<file path="src/link_cfg_pkg.sv">
// constants shared by the external link configuration block
// Notes on behaviour
// - eight link config registers from 0x80, links C,D,B,A,G,H,E,F.
// - bit 31 enables the link and selects shared-port pin muxing.
// - bit 30 picks 2-wire (0) or 5-wire (1) signalling.
// - error bit 27 sets on receive overflow or illegal token encoding.
// - reading the link config register clears the error bit.
// - bit 26 reads one while this end has granted credit to remote.
// - bit 25 reads one while this end holds credit to transmit.
// - bit 24 write clears own credit, sends greeting token if bit 31 is set in the same write, self-clears.
// - bit 23 write resets receiver; next symbol starts a token.
// - bits 21:11 give clocks between transitions inside a token.
// - bits 10:0 give clocks between ends of consecutive tokens.
// - static register bit 31 bypasses routing to one channel end.
// - static register bits 4:0 name the destination channel end.
`default_nettype none
package link_cfg_pkg;
    localparam int NUM_LINKS = 8;
    localparam logic [7:0] CFG_BASE = 8'h80;
    localparam logic [7:0] STATIC_BASE = 8'hA0;
    localparam logic [7:0] IRQ_STATUS_ADDR = 8'hC0;
    localparam logic [7:0] IRQ_ENABLE_ADDR = 8'hC1;
    localparam logic [7:0] IRQ_CLEAR_ADDR = 8'hC2;
    localparam int BIT_ENABLE = 31;
    localparam int BIT_WIDE = 30;
    localparam int BIT_ERROR = 27;
    localparam int BIT_GRANTED = 26;
    localparam int BIT_HELD = 25;
    localparam int BIT_INIT = 24;
    localparam int BIT_RXRST = 23;
    localparam int SYM_LSB = 11;
    localparam int TOK_LSB = 0;
    localparam int GAP_W = 11;
    localparam int STATIC_EN = 31;
    localparam int CHAN_W = 5;
    localparam logic [31:0] CFG_RESET = 32'h0000_0000;
    localparam logic [31:0] STATIC_RESET = 32'h0000_0000;
    localparam logic [31:0] UNMAPPED_READ = 32'h0000_0000;
    localparam logic [3:0] SYMS_NARROW = 4'h8;
    localparam logic [3:0] SYMS_WIDE = 4'h2;
    localparam logic [7:0] GREETING_TOKEN = 8'hE5;
    typedef enum logic [1:0] {
        TX_IDLE = 2'b00,
        TX_SYM = 2'b01,
        TX_GAP = 2'b10
    } tx_state_t;
endpackage
`default_nettype wire

</file>
<file path="src/link_cfg_ctrl.sv">
// external link configuration, credit, error and static forwarding control
//
// Decided for this implementation: the address-and-strobe port.
`default_nettype none
module link_cfg_ctrl
    import link_cfg_pkg::*;
(
    input wire logic ref_clk,
    input wire logic sys_rst,
    input wire logic [7:0] addr,
    input wire logic [31:0] wdata,
    input wire logic wr,
    input wire logic rd,
    output logic [31:0] rdata,
    output logic irq,
    input wire logic [NUM_LINKS-1:0] rx_overflow,
    input wire logic [NUM_LINKS-1:0] rx_illegal,
    input wire logic [NUM_LINKS-1:0] credit_rx,
    input wire logic [NUM_LINKS-1:0] credit_sent,
    input wire logic [NUM_LINKS-1:0] tok_sent,
    input wire logic [NUM_LINKS-1:0] tx_valid,
    input wire logic [NUM_LINKS*8-1:0] tx_data,
    output logic [NUM_LINKS-1:0] tx_ready,
    output logic [NUM_LINKS-1:0] link_enable,
    output logic [NUM_LINKS-1:0] link_wide,
    output logic [NUM_LINKS-1:0] rx_resync,
    output logic [NUM_LINKS-1:0] sym_strobe,
    output logic [NUM_LINKS*8-1:0] sym_token,
    output logic [NUM_LINKS-1:0] tok_done,
    output logic [NUM_LINKS-1:0] static_fwd,
    output logic [NUM_LINKS*CHAN_W-1:0] static_chan
);
    // per-link configuration storage, indexed in link order C,D,B,A,G,H,E,F
    logic [31:0] cfg [NUM_LINKS];
    logic [31:0] next_cfg [NUM_LINKS];
    logic [31:0] stat [NUM_LINKS];
    logic [31:0] next_stat [NUM_LINKS];
    logic [NUM_LINKS-1:0] err, next_err;
    logic [NUM_LINKS-1:0] held, next_held;
    logic [NUM_LINKS-1:0] granted, next_granted;
    logic [NUM_LINKS-1:0] greet, next_greet;
    logic [NUM_LINKS-1:0] resync, next_resync;
    logic [NUM_LINKS-1:0] irq_stat, next_irq_stat;
    logic [NUM_LINKS-1:0] irq_en, next_irq_en;
    logic [31:0] next_rdata;
    logic next_irq;
    logic [NUM_LINKS-1:0] raw_ready;
    logic [NUM_LINKS-1:0] raw_strobe;
    logic [NUM_LINKS-1:0] raw_done;
    logic [NUM_LINKS*8-1:0] raw_token;

    // true when addr falls within the eight-register window at base
    function automatic logic in_bank(input logic [7:0] a,
                                     input logic [7:0] base);
        in_bank = (a[7:3] == base[7:3]);
    endfunction

    function automatic logic [31:0] cfg_view(input logic [31:0] c,
                                             input logic e, input logic g,
                                             input logic h);
        logic [31:0] v;
        v = '0;
        v[BIT_ENABLE] = c[BIT_ENABLE];
        v[BIT_WIDE] = c[BIT_WIDE];
        v[BIT_ERROR] = e;
        v[BIT_GRANTED] = g;
        v[BIT_HELD] = h;
        v[SYM_LSB +: GAP_W] = c[SYM_LSB +: GAP_W];
        v[TOK_LSB +: GAP_W] = c[TOK_LSB +: GAP_W];
        cfg_view = v;
    endfunction

    always_comb begin
        logic [2:0] idx;
        idx = addr[2:0];
        next_err = err | rx_overflow | rx_illegal;
        next_held = held;
        next_granted = granted;
        next_greet = '0;
        next_resync = '0;
        next_irq_stat = irq_stat;
        next_irq_en = irq_en;
        next_rdata = '0;
        for (int i = 0; i < NUM_LINKS; i++) begin
            next_cfg[i] = cfg[i];
            next_stat[i] = stat[i];
            if (credit_rx[i]) begin
                next_held[i] = 1'b1;
            end
            if (credit_sent[i]) begin
                next_granted[i] = 1'b1;
            end
            if (!cfg[i][BIT_ENABLE]) begin
                next_held[i] = 1'b0;
                next_granted[i] = 1'b0;
            end
        end
        if (rd) begin
            if (in_bank(addr, CFG_BASE)) begin
                next_rdata = cfg_view(cfg[idx], err[idx], granted[idx],
                                      held[idx]);
                // a new error in this cycle survives the clear
                next_err[idx] = rx_overflow[idx] | rx_illegal[idx];
            end else if (in_bank(addr, STATIC_BASE)) begin
                next_rdata = stat[idx];
            end else if (addr == IRQ_STATUS_ADDR) begin
                next_rdata = {24'h000000, irq_stat};
            end else if (addr == IRQ_ENABLE_ADDR) begin
                next_rdata = {24'h000000, irq_en};
            end else begin
                next_rdata = UNMAPPED_READ;
            end
        end
        if (wr) begin
            if (in_bank(addr, CFG_BASE)) begin
                next_cfg[idx] = wdata & {1'b1, 1'b1, 8'h00, {2*GAP_W{1'b1}}};
                if (wdata[BIT_INIT]) begin
                    next_held[idx] = 1'b0;
                    next_greet[idx] = wdata[BIT_ENABLE];
                end
                next_resync[idx] = wdata[BIT_RXRST];
            end else if (in_bank(addr, STATIC_BASE)) begin
                next_stat[idx] = '0;
                next_stat[idx][STATIC_EN] = wdata[STATIC_EN];
                next_stat[idx][CHAN_W-1:0] = wdata[CHAN_W-1:0];
            end else if (addr == IRQ_ENABLE_ADDR) begin
                next_irq_en = wdata[NUM_LINKS-1:0];
            end else if (addr == IRQ_CLEAR_ADDR) begin
                next_irq_stat = irq_stat & ~wdata[NUM_LINKS-1:0];
            end
        end
        // set wins over a same-cycle clear
        next_irq_stat = next_irq_stat | rx_overflow | rx_illegal;
        next_irq = |(next_irq_stat & next_irq_en);
    end

    always_ff @(posedge ref_clk or posedge sys_rst) begin
        if (sys_rst) begin
            for (int i = 0; i < NUM_LINKS; i++) begin
                cfg[i] <= CFG_RESET;
                stat[i] <= STATIC_RESET;
            end
            err <= '0;
            held <= '0;
            granted <= '0;
            greet <= '0;
            resync <= '0;
            irq_stat <= '0;
            irq_en <= '0;
            rdata <= '0;
            irq <= 1'b0;
        end else begin
            for (int i = 0; i < NUM_LINKS; i++) begin
                cfg[i] <= next_cfg[i];
                stat[i] <= next_stat[i];
            end
            err <= next_err;
            held <= next_held;
            granted <= next_granted;
            greet <= next_greet;
            resync <= next_resync;
            irq_stat <= next_irq_stat;
            irq_en <= next_irq_en;
            rdata <= next_rdata;
            irq <= next_irq;
        end
    end

    // pins and static routing follow the stored configuration
    always_ff @(posedge ref_clk or posedge sys_rst) begin
        if (sys_rst) begin
            link_enable <= '0;
            link_wide <= '0;
            rx_resync <= '0;
            static_fwd <= '0;
            static_chan <= '0;
            sym_strobe <= '0;
            sym_token <= '0;
            tok_done <= '0;
            tx_ready <= '0;
        end else begin
            for (int i = 0; i < NUM_LINKS; i++) begin
                link_enable[i] <= next_cfg[i][BIT_ENABLE];
                link_wide[i] <= next_cfg[i][BIT_WIDE];
                static_fwd[i] <= next_stat[i][STATIC_EN];
                static_chan[i*CHAN_W +: CHAN_W] <=
                    next_stat[i][CHAN_W-1:0];
            end
            rx_resync <= resync;
            sym_strobe <= raw_strobe;
            sym_token <= raw_token;
            tok_done <= raw_done;
            tx_ready <= raw_ready;
        end
    end

    genvar g;
    generate
        for (g = 0; g < NUM_LINKS; g++) begin : g_tx
            link_tx_pacer u_pacer (
                .ref_clk(ref_clk),
                .sys_rst(sys_rst),
                .enable(cfg[g][BIT_ENABLE]),
                .wide(cfg[g][BIT_WIDE]),
                .sym_gap(cfg[g][SYM_LSB +: GAP_W]),
                .tok_gap(cfg[g][TOK_LSB +: GAP_W]),
                .credit(held[g] & ~tok_sent[g]),
                .greet(greet[g]),
                .tok_valid(tx_valid[g] & ~raw_ready[g]),
                .tok_data(tx_data[g*8 +: 8]),
                .tok_ready(raw_ready[g]),
                .sym_token(raw_token[g*8 +: 8]),
                .sym_strobe(raw_strobe[g]),
                .tok_done(raw_done[g])
            );
        end
    endgenerate
endmodule
`default_nettype wire

</file>
<file path="src/link_tx_pacer.sv">
// one link's token transmitter pacing: symbol and token spacing
`default_nettype none
module link_tx_pacer
    import link_cfg_pkg::*;
(
    input wire logic ref_clk,
    input wire logic sys_rst,
    input wire logic enable,
    input wire logic wide,
    input wire logic [GAP_W-1:0] sym_gap,
    input wire logic [GAP_W-1:0] tok_gap,
    input wire logic credit,
    input wire logic greet,
    input wire logic tok_valid,
    input wire logic [7:0] tok_data,
    output logic tok_ready,
    output logic [7:0] sym_token,
    output logic sym_strobe,
    output logic tok_done
);
    tx_state_t state, next_state;
    logic [GAP_W-1:0] cnt, next_cnt;
    logic [3:0] syms, next_syms;
    logic [7:0] tok, next_tok;
    logic pend, next_pend;
    logic next_strobe, next_done, next_ready;

    always_comb begin
        next_state = state;
        next_cnt = cnt;
        next_syms = syms;
        next_tok = tok;
        next_pend = pend | greet;
        next_strobe = 1'b0;
        next_done = 1'b0;
        next_ready = 1'b0;
        if (!enable) begin
            next_state = TX_IDLE;
            next_pend = 1'b0;
        end else begin
            unique case (state)
                TX_IDLE: begin
                    // greeting goes out without credit; data waits
                    if (pend) begin
                        next_tok = GREETING_TOKEN;
                        next_pend = greet;
                        next_state = TX_SYM;
                        next_cnt = '0;
                        next_syms = wide ? SYMS_WIDE : SYMS_NARROW;
                    end else if (tok_valid && credit) begin
                        next_tok = tok_data;
                        next_ready = 1'b1;
                        next_state = TX_SYM;
                        next_cnt = '0;
                        next_syms = wide ? SYMS_WIDE : SYMS_NARROW;
                    end
                end
                TX_SYM: begin
                    if (cnt == '0) begin
                        next_strobe = 1'b1;
                        next_syms = syms - 4'h1;
                        next_cnt = sym_gap;
                        if (syms == 4'h1) begin
                            next_state = TX_GAP;
                            next_done = 1'b1;
                            next_cnt = tok_gap;
                        end
                    end else begin
                        next_cnt = cnt - 1'b1;
                    end
                end
                TX_GAP: begin
                    if (cnt == '0) begin
                        next_state = TX_IDLE;
                    end else begin
                        next_cnt = cnt - 1'b1;
                    end
                end
                default: next_state = TX_IDLE;
            endcase
        end
    end

    always_ff @(posedge ref_clk or posedge sys_rst) begin
        if (sys_rst) begin
            state <= TX_IDLE;
            cnt <= '0;
            syms <= '0;
            tok <= '0;
            pend <= 1'b0;
            sym_strobe <= 1'b0;
            tok_done <= 1'b0;
            tok_ready <= 1'b0;
        end else begin
            state <= next_state;
            cnt <= next_cnt;
            syms <= next_syms;
            tok <= next_tok;
            pend <= next_pend;
            sym_strobe <= next_strobe;
            tok_done <= next_done;
            tok_ready <= next_ready;
        end
    end

    assign sym_token = tok;
endmodule
`default_nettype wire

</file>
<file path="config.mk">
export PLATFORM = sky130hd
export DESIGN_NAME = link_cfg_ctrl
export DESIGN_NICKNAME = d
export VERILOG_FILES = /design/src/link_cfg_pkg.sv /design/src/link_cfg_ctrl.sv /design/src/link_tx_pacer.sv
export SDC_FILE = /design/constraint.sdc
export NUM_CORES = 2
export LEC_CHECK = 0
export ABC_AREA = 0
export BUFFER_PORTS_ARGS = -buffer_cell sky130_fd_sc_hd__buf_2
export CORE_MARGIN = 1
export CORE_UTILIZATION = 44
export DETAILED_ROUTE_END_ITERATION = 7
export PLACE_DENSITY = 0.68
export SYNTH_ARGS = -nofsm -noshare
export SYNTH_HDL_FRONTEND = slang
export SYNTH_SLANG_ARGS = --single-unit
</file>
<file path="constraint.sdc">
create_clock -name ref_clk -period 30.4 [get_ports ref_clk]
set_clock_uncertainty 0.1 [all_clocks]
set_input_delay 6.08 -clock ref_clk [delete_from_list [all_inputs] [get_ports ref_clk]]
set_output_delay 6.08 -clock ref_clk [all_outputs]
set_load 0.05 [all_outputs]
</file>
==> Yosys cells after proc, flatten, opt, wreduce, memory -nomap -nowiden <==
Cells that the tools add are included.
{ "word_totals": {"ff_bits": 993, "word_cells": 736, "mem_bits_rw": 0, "n_memories": 0, "latchBits": 0, "romBits": 0} }
{ "classes": {"multipliers": 0, "n_eq_ne": 93, "div_mod_pow": 0, "order_cmp": 4, "shifts": 0, "addsub": 16, "n_reduce_logical": 85, "bitwise_logic": 56, "n_mux": 361} }
{ "op_table": {"columns": ["operator", "count"], "rows": [
  ["$mux W256", 5],
  ["$bwmux W256", 3],
  ["$mux W11", 40],
  ["$mux W8", 37],
  ["$demux W32 S3", 3],
  ["$mux W32", 9],
  ["$pmux W11 S3", 8],
  ["$and A256 B256 Y256", 1],
  ["$not A256 Y256", 1],
  ["$bmux W32 S3", 2],
  ["$mux W1", 150],
  ["$mux W4", 32],
  ["$mux W2", 48],
  ["$reduce_and A4 Y1", 24],
  ["$logic_not A11 Y1", 8],
  ["$sub A11 B1 Y11 const B", 8],
  ["$ne A3 B2 Y1 const B", 24],
  ["$pmux W4 S2", 8],
  ["$pmux W2 S3", 8],
  ["$and A8 B8 Y8", 5],
  ["$eq A4 B1 Y1 const B", 8],
  ["$ne A2 B2 Y1 const B", 16],
  ["$ne A4 B2 Y1 const B", 8],
  ["$or A8 B8 Y8", 4],
  ["other kinds (27)", 155]
]} }

==> Depth between registers and ports, before layout <==
{ "depth": {"word_depth": 12, "mapped_depth": 9, "ltp_nobuf": 7} }

==> By module <==
A second synthesis with hierarchy kept.
{ "unflattened": {"cells_unflattened": 3379, "area_unflattened_um2": 40452.5} }
{ "modules_own_cells": {"columns": ["mod", "area_each_um2", "seq_area_each_um2", "instances", "cells_each"], "rows": [
  ["link_cfg_ctrl", 25265.5, 15840.2, 1, 1774],
  ["link_tx_pacer at g_tx[0].u_pacer ...", 1920.6, 725.7, 4, 202],
  ["link_tx_pacer at g_tx[5].u_pacer ...", 1879.3, 725.7, 3, 201],
  ["link_tx_pacer at g_tx[4].u_pacer", 1866.8, 725.7, 1, 194]
]} }

==> Least setup slack after synthesis <==
OpenSTA, ideal clock, no wires.
{ "synth_timing": {"path_kind": "input-to-reg", "from": "input addr[3]", "to": "register irq", "t_arrival_ns": 8.098, "required_ns": 30.161, "cell_stages": 6, "setup_time_ns": 0.139, "slack_ns": 22.063, "cell_sequence": "or3b_1 -> clkbuf_1 -> or4_1 -> a211o_1 -> a22o_1 -> or4_1"} }
{ "synth_via": {"elab_chain_len": 10} }
{ "synth_lines": {"columns": ["item", "line_no", "source"], "rows": [
  ["start: declaration", "link_cfg_ctrl.sv:10", "input wire logic [7:0] addr,"],
  ["$eq A8 B8 Y1", "link_cfg_ctrl.sv:128", "end else if (addr == IRQ_CLEAR_ADDR) begin"],
  ["$mux W8", "link_cfg_ctrl.sv:128", null],
  ["$mux W8", "link_cfg_ctrl.sv:126", "end else if (addr == IRQ_ENABLE_ADDR) begin"],
  ["$mux W8", "link_cfg_ctrl.sv:122", "end else if (in_bank(addr, STATIC_BASE)) begin"],
  ["$mux W8 *", "link_cfg_ctrl.sv:115", "if (in_bank(addr, CFG_BASE)) begin"],
  ["$mux W8 *", "link_cfg_ctrl.sv:114", "if (wr) begin"],
  ["$or A8 B8 Y8 * (2 in series)", "link_cfg_ctrl.sv:133", "next_irq_stat = next_irq_stat | rx_overflow | rx_illegal;"],
  ["named net next_irq_stat[4]", "link_cfg_ctrl.sv:43", "logic [NUM_LINKS-1:0] irq_stat, next_irq_stat;"],
  ["$and A8 B8 Y8 *", "link_cfg_ctrl.sv:134", "next_irq = |(next_irq_stat & next_irq_en);"],
  ["$reduce_or A8 Y1 *", "link_cfg_ctrl.sv:134", null],
  ["named net next_irq", "link_cfg_ctrl.sv:46", "logic next_irq;"],
  ["end signal: assignment", "link_cfg_ctrl.sv:165", "irq <= next_irq;"],
  ["end: declaration", "link_cfg_ctrl.sv:15", "output logic irq,"]
]} }
The timed path passes the listed nets; every way through them passes the cells marked *.
A chain may end at the register's enable or synchronous reset.

==> out/qor.yml <==
ir_worst_vdd_mv: 0.04571
final.min_clock_period_ns: 9.097
fmax_mhz: 109.9
grt_max_degree: 161
syn-num-nets: 3348
post-place-ws_ns: 20.40
ys_async_sr_fraction: 1.000
multi_input_area_mm2: 0.01601
synth.top_cell.area_share: 0.5531
root_buffer: "clkbuf_16"
ys_top_cells_by_area: "dfrtp_1, mux2_2, mux4_2"
drt_first_pass_iters: 7
setup_violations: 0
cts_buffers: 93
gp_congestion: 0.8822
drc: 12
routed_wirelength_mm: 107.3
critPathRequiredTime_ns: 30.97
routedLengthMet1_mm: 47.12
antenna_found_initial: 18
grt_pass1_vias: 26590
ys.flop_type: "dfrtp_1"
ff_latch_area_mm2: 0.02165
power.total_mw: 2.501
finalHoldViolCount: 0
fp.dieW_um: 300.2
status: "finished, violations left"
post_cts_resized: 0
worstPathArrival_ns: 9.67
core_mm2: 0.08824
clk_latency_ns: 0.67
dieHeight_um: 300.2
synth_warnings: 0
crit_type: "input pin to async pin"
netlist_area_mm2: 0.03914
routedWlPerCell_um: 23.21
min_period_over_period: 0.2992
endpoint_kind: "async pin"
p_leak_nw: 21.60
cts_setup_buffers: 0
path_clk_slew_ns: 0.06
cts_tree: "done"
cts_hold_buf: 0
worst_pin_slew_ns: 1.341
nNetsFinal: 3596
seq_area_frac_synth: 0.5531
dp_hpwl_mm: 72.52
portBuffers: 342
synth.largest_area_cell: "dfrtp_1"
areaGrowthSynthToFinish_pct: 14.50
worstHoldPathType: "flip-flop to flip-flop"
drtIter0Drc: 2263
start_kind: "input pin"
path_max_fanout: 76
ant_nets: 0
vias: 26720
synth_common_cells: "dfrtp_1, mux2_2, and2_1"
top_layer_used: "met5"
dp.cells: 4447
design_area_mm2: 0.04482
synth.distinct_cells: 76
fin_cells: 4621
dpl_cell_area_mm2: 0.04161
layout_setup_ws_ns: 21.30
ys_ff_latch: 865
clock-sinks: 865
fin_util: 0.5079
yosysMostFrequentCell: "dfrtp_1"
met3_length_mm: 7.678
maxCapViolCount: 0
viasPerCell: 5.783
drive_above_1_share: 0.2786
rsz0062_at_grt: "no"
wl_met2_mm: 49.31
initial_core_util: 0.4436
synth_cells: 3129
grt_overflow: 0
fillers: 7560
violations: "DRC"
num_io_pins: 349
hold_slack_ns: 0.2476
relSlewSlack: 0.1008
h-tree-depth: 3
grt_pass1_wl_mm: 164.5
rows: 109
synth_enable_flop_cells: 0
dieArea_mm2: 0.09015
timing.final.max_slew_violations: 0
tns_ns: 0
grt_usage: 0.2383
power.density_mw_per_mm2: 55.82
syn_area_per_cell_um2: 12.51
clockBufferDepth: 3
[layer usage]
layer,up-vias,global-route usage
met3,191,0.04827
met4,12,0.07398
li1,11840,-
met2,841,0.3667
met5,-,0
met1,13840,0.3394
[layout make-up]
type | instances | area share
Clock inverter | 34 | 0.009576
Tap cell | 1165 | 0.03253
Clock buffer | 133 | 0.06159
Timing Repair Buffer | 380 | 0.04551
Antenna cell | 7 | 0.0003909
Sequential cell | 865 | 0.4830
Multi-Input combinational cell | 1917 | 0.3573
Inverter | 120 | 0.01013
[critical path, stage by stage]
cell and delay [ns]:
buf_2 0.11, clkinvlp_4 0.38, buf_4 0.71, buf_4 0.58, buf_4 0.82, buf_4 0.83
[flip-flops by register name (all words and copies together), names as in the netlist, 16 cells and up, named ones only]
| signal | count |
|---|---|
| sym_token | 64 |
| stat | 208 |
| rdata | 32 |
| g_tx.u_pacer.sym_token | 64 |
| g_tx.u_pacer.syms | 32 |
| g_tx.u_pacer.state | 16 |
| cfg | 177 |
| g_tx.u_pacer.cnt | 88 |
| static_chan | 39 |
[layout by cell type (no fill, tap or decap), types with 19 or more instances in the layout]
cell / netlist / layout
dfrtp_1: 865 / 865
nor3_1: 58 / 58
inv_1: 119 / 118
clkbuf_8: 0 / 25
buf_4: 64 / 37
o22a_1: 51 / 51
nor2_1: 164 / 164
or3_1: 29 / 29
a31oi_1: 46 / 46
mux4_2: 118 / 118
buf_2: 8 / 339
and2_1: 220 / 220
nand2_1: 128 / 121
or2_2: 19 / 19
mux2_2: 264 / 264
nand3_1: 35 / 35
a22o_1: 75 / 75
ha_1: 63 / 63
o22ai_1: 61 / 61
clkbuf_16: 0 / 95
mux2i_1: 143 / 143
o21ai_0: 104 / 104
a21oi_1: 51 / 51
[where the power goes]
part	internal [mW]	switching, mW
Clock	0.693	0.482
Combinational	0.0463	0.0936
Sequential	1.17	0.0158
Total	1.91	0.592
[path summary, 6_finish.rpt]
check | startpoint | endpoint | slack, ns | cells after the start
worst max-delay path | sys_rst | stat[157] | 21.30 | 6
worst min-delay path | g_tx[1].u_pacer.tok_done | tok_done[1] | 0.25 | 0
worst max register to register | g_tx[7].u_pacer.cnt[0] | g_tx[7].u_pacer.syms[2] | 27.08 | 7
worst min register to register | g_tx[1].u_pacer.tok_done | tok_done[1] | 0.25 | 0
max in group ref_clk | addr[0] | rdata[4] | 21.37 | 7
min in group asynchronous | sys_rst | g_tx[1].u_pacer.syms[3] | 5.38 | 2
[cells by family after synthesis]
family	synth area share
buffers and inverters	0.03967
multiplexers	0.1816
adder cells (fa/ha/maj)	0.02014
flip-flops	0.5531
AND/OR/NAND/NOR	0.1056
XOR/XNOR	0.0008950
AO/OA/AOI/OAI	0.09910
No activity file was read; power rests on OpenSTA's default activity.
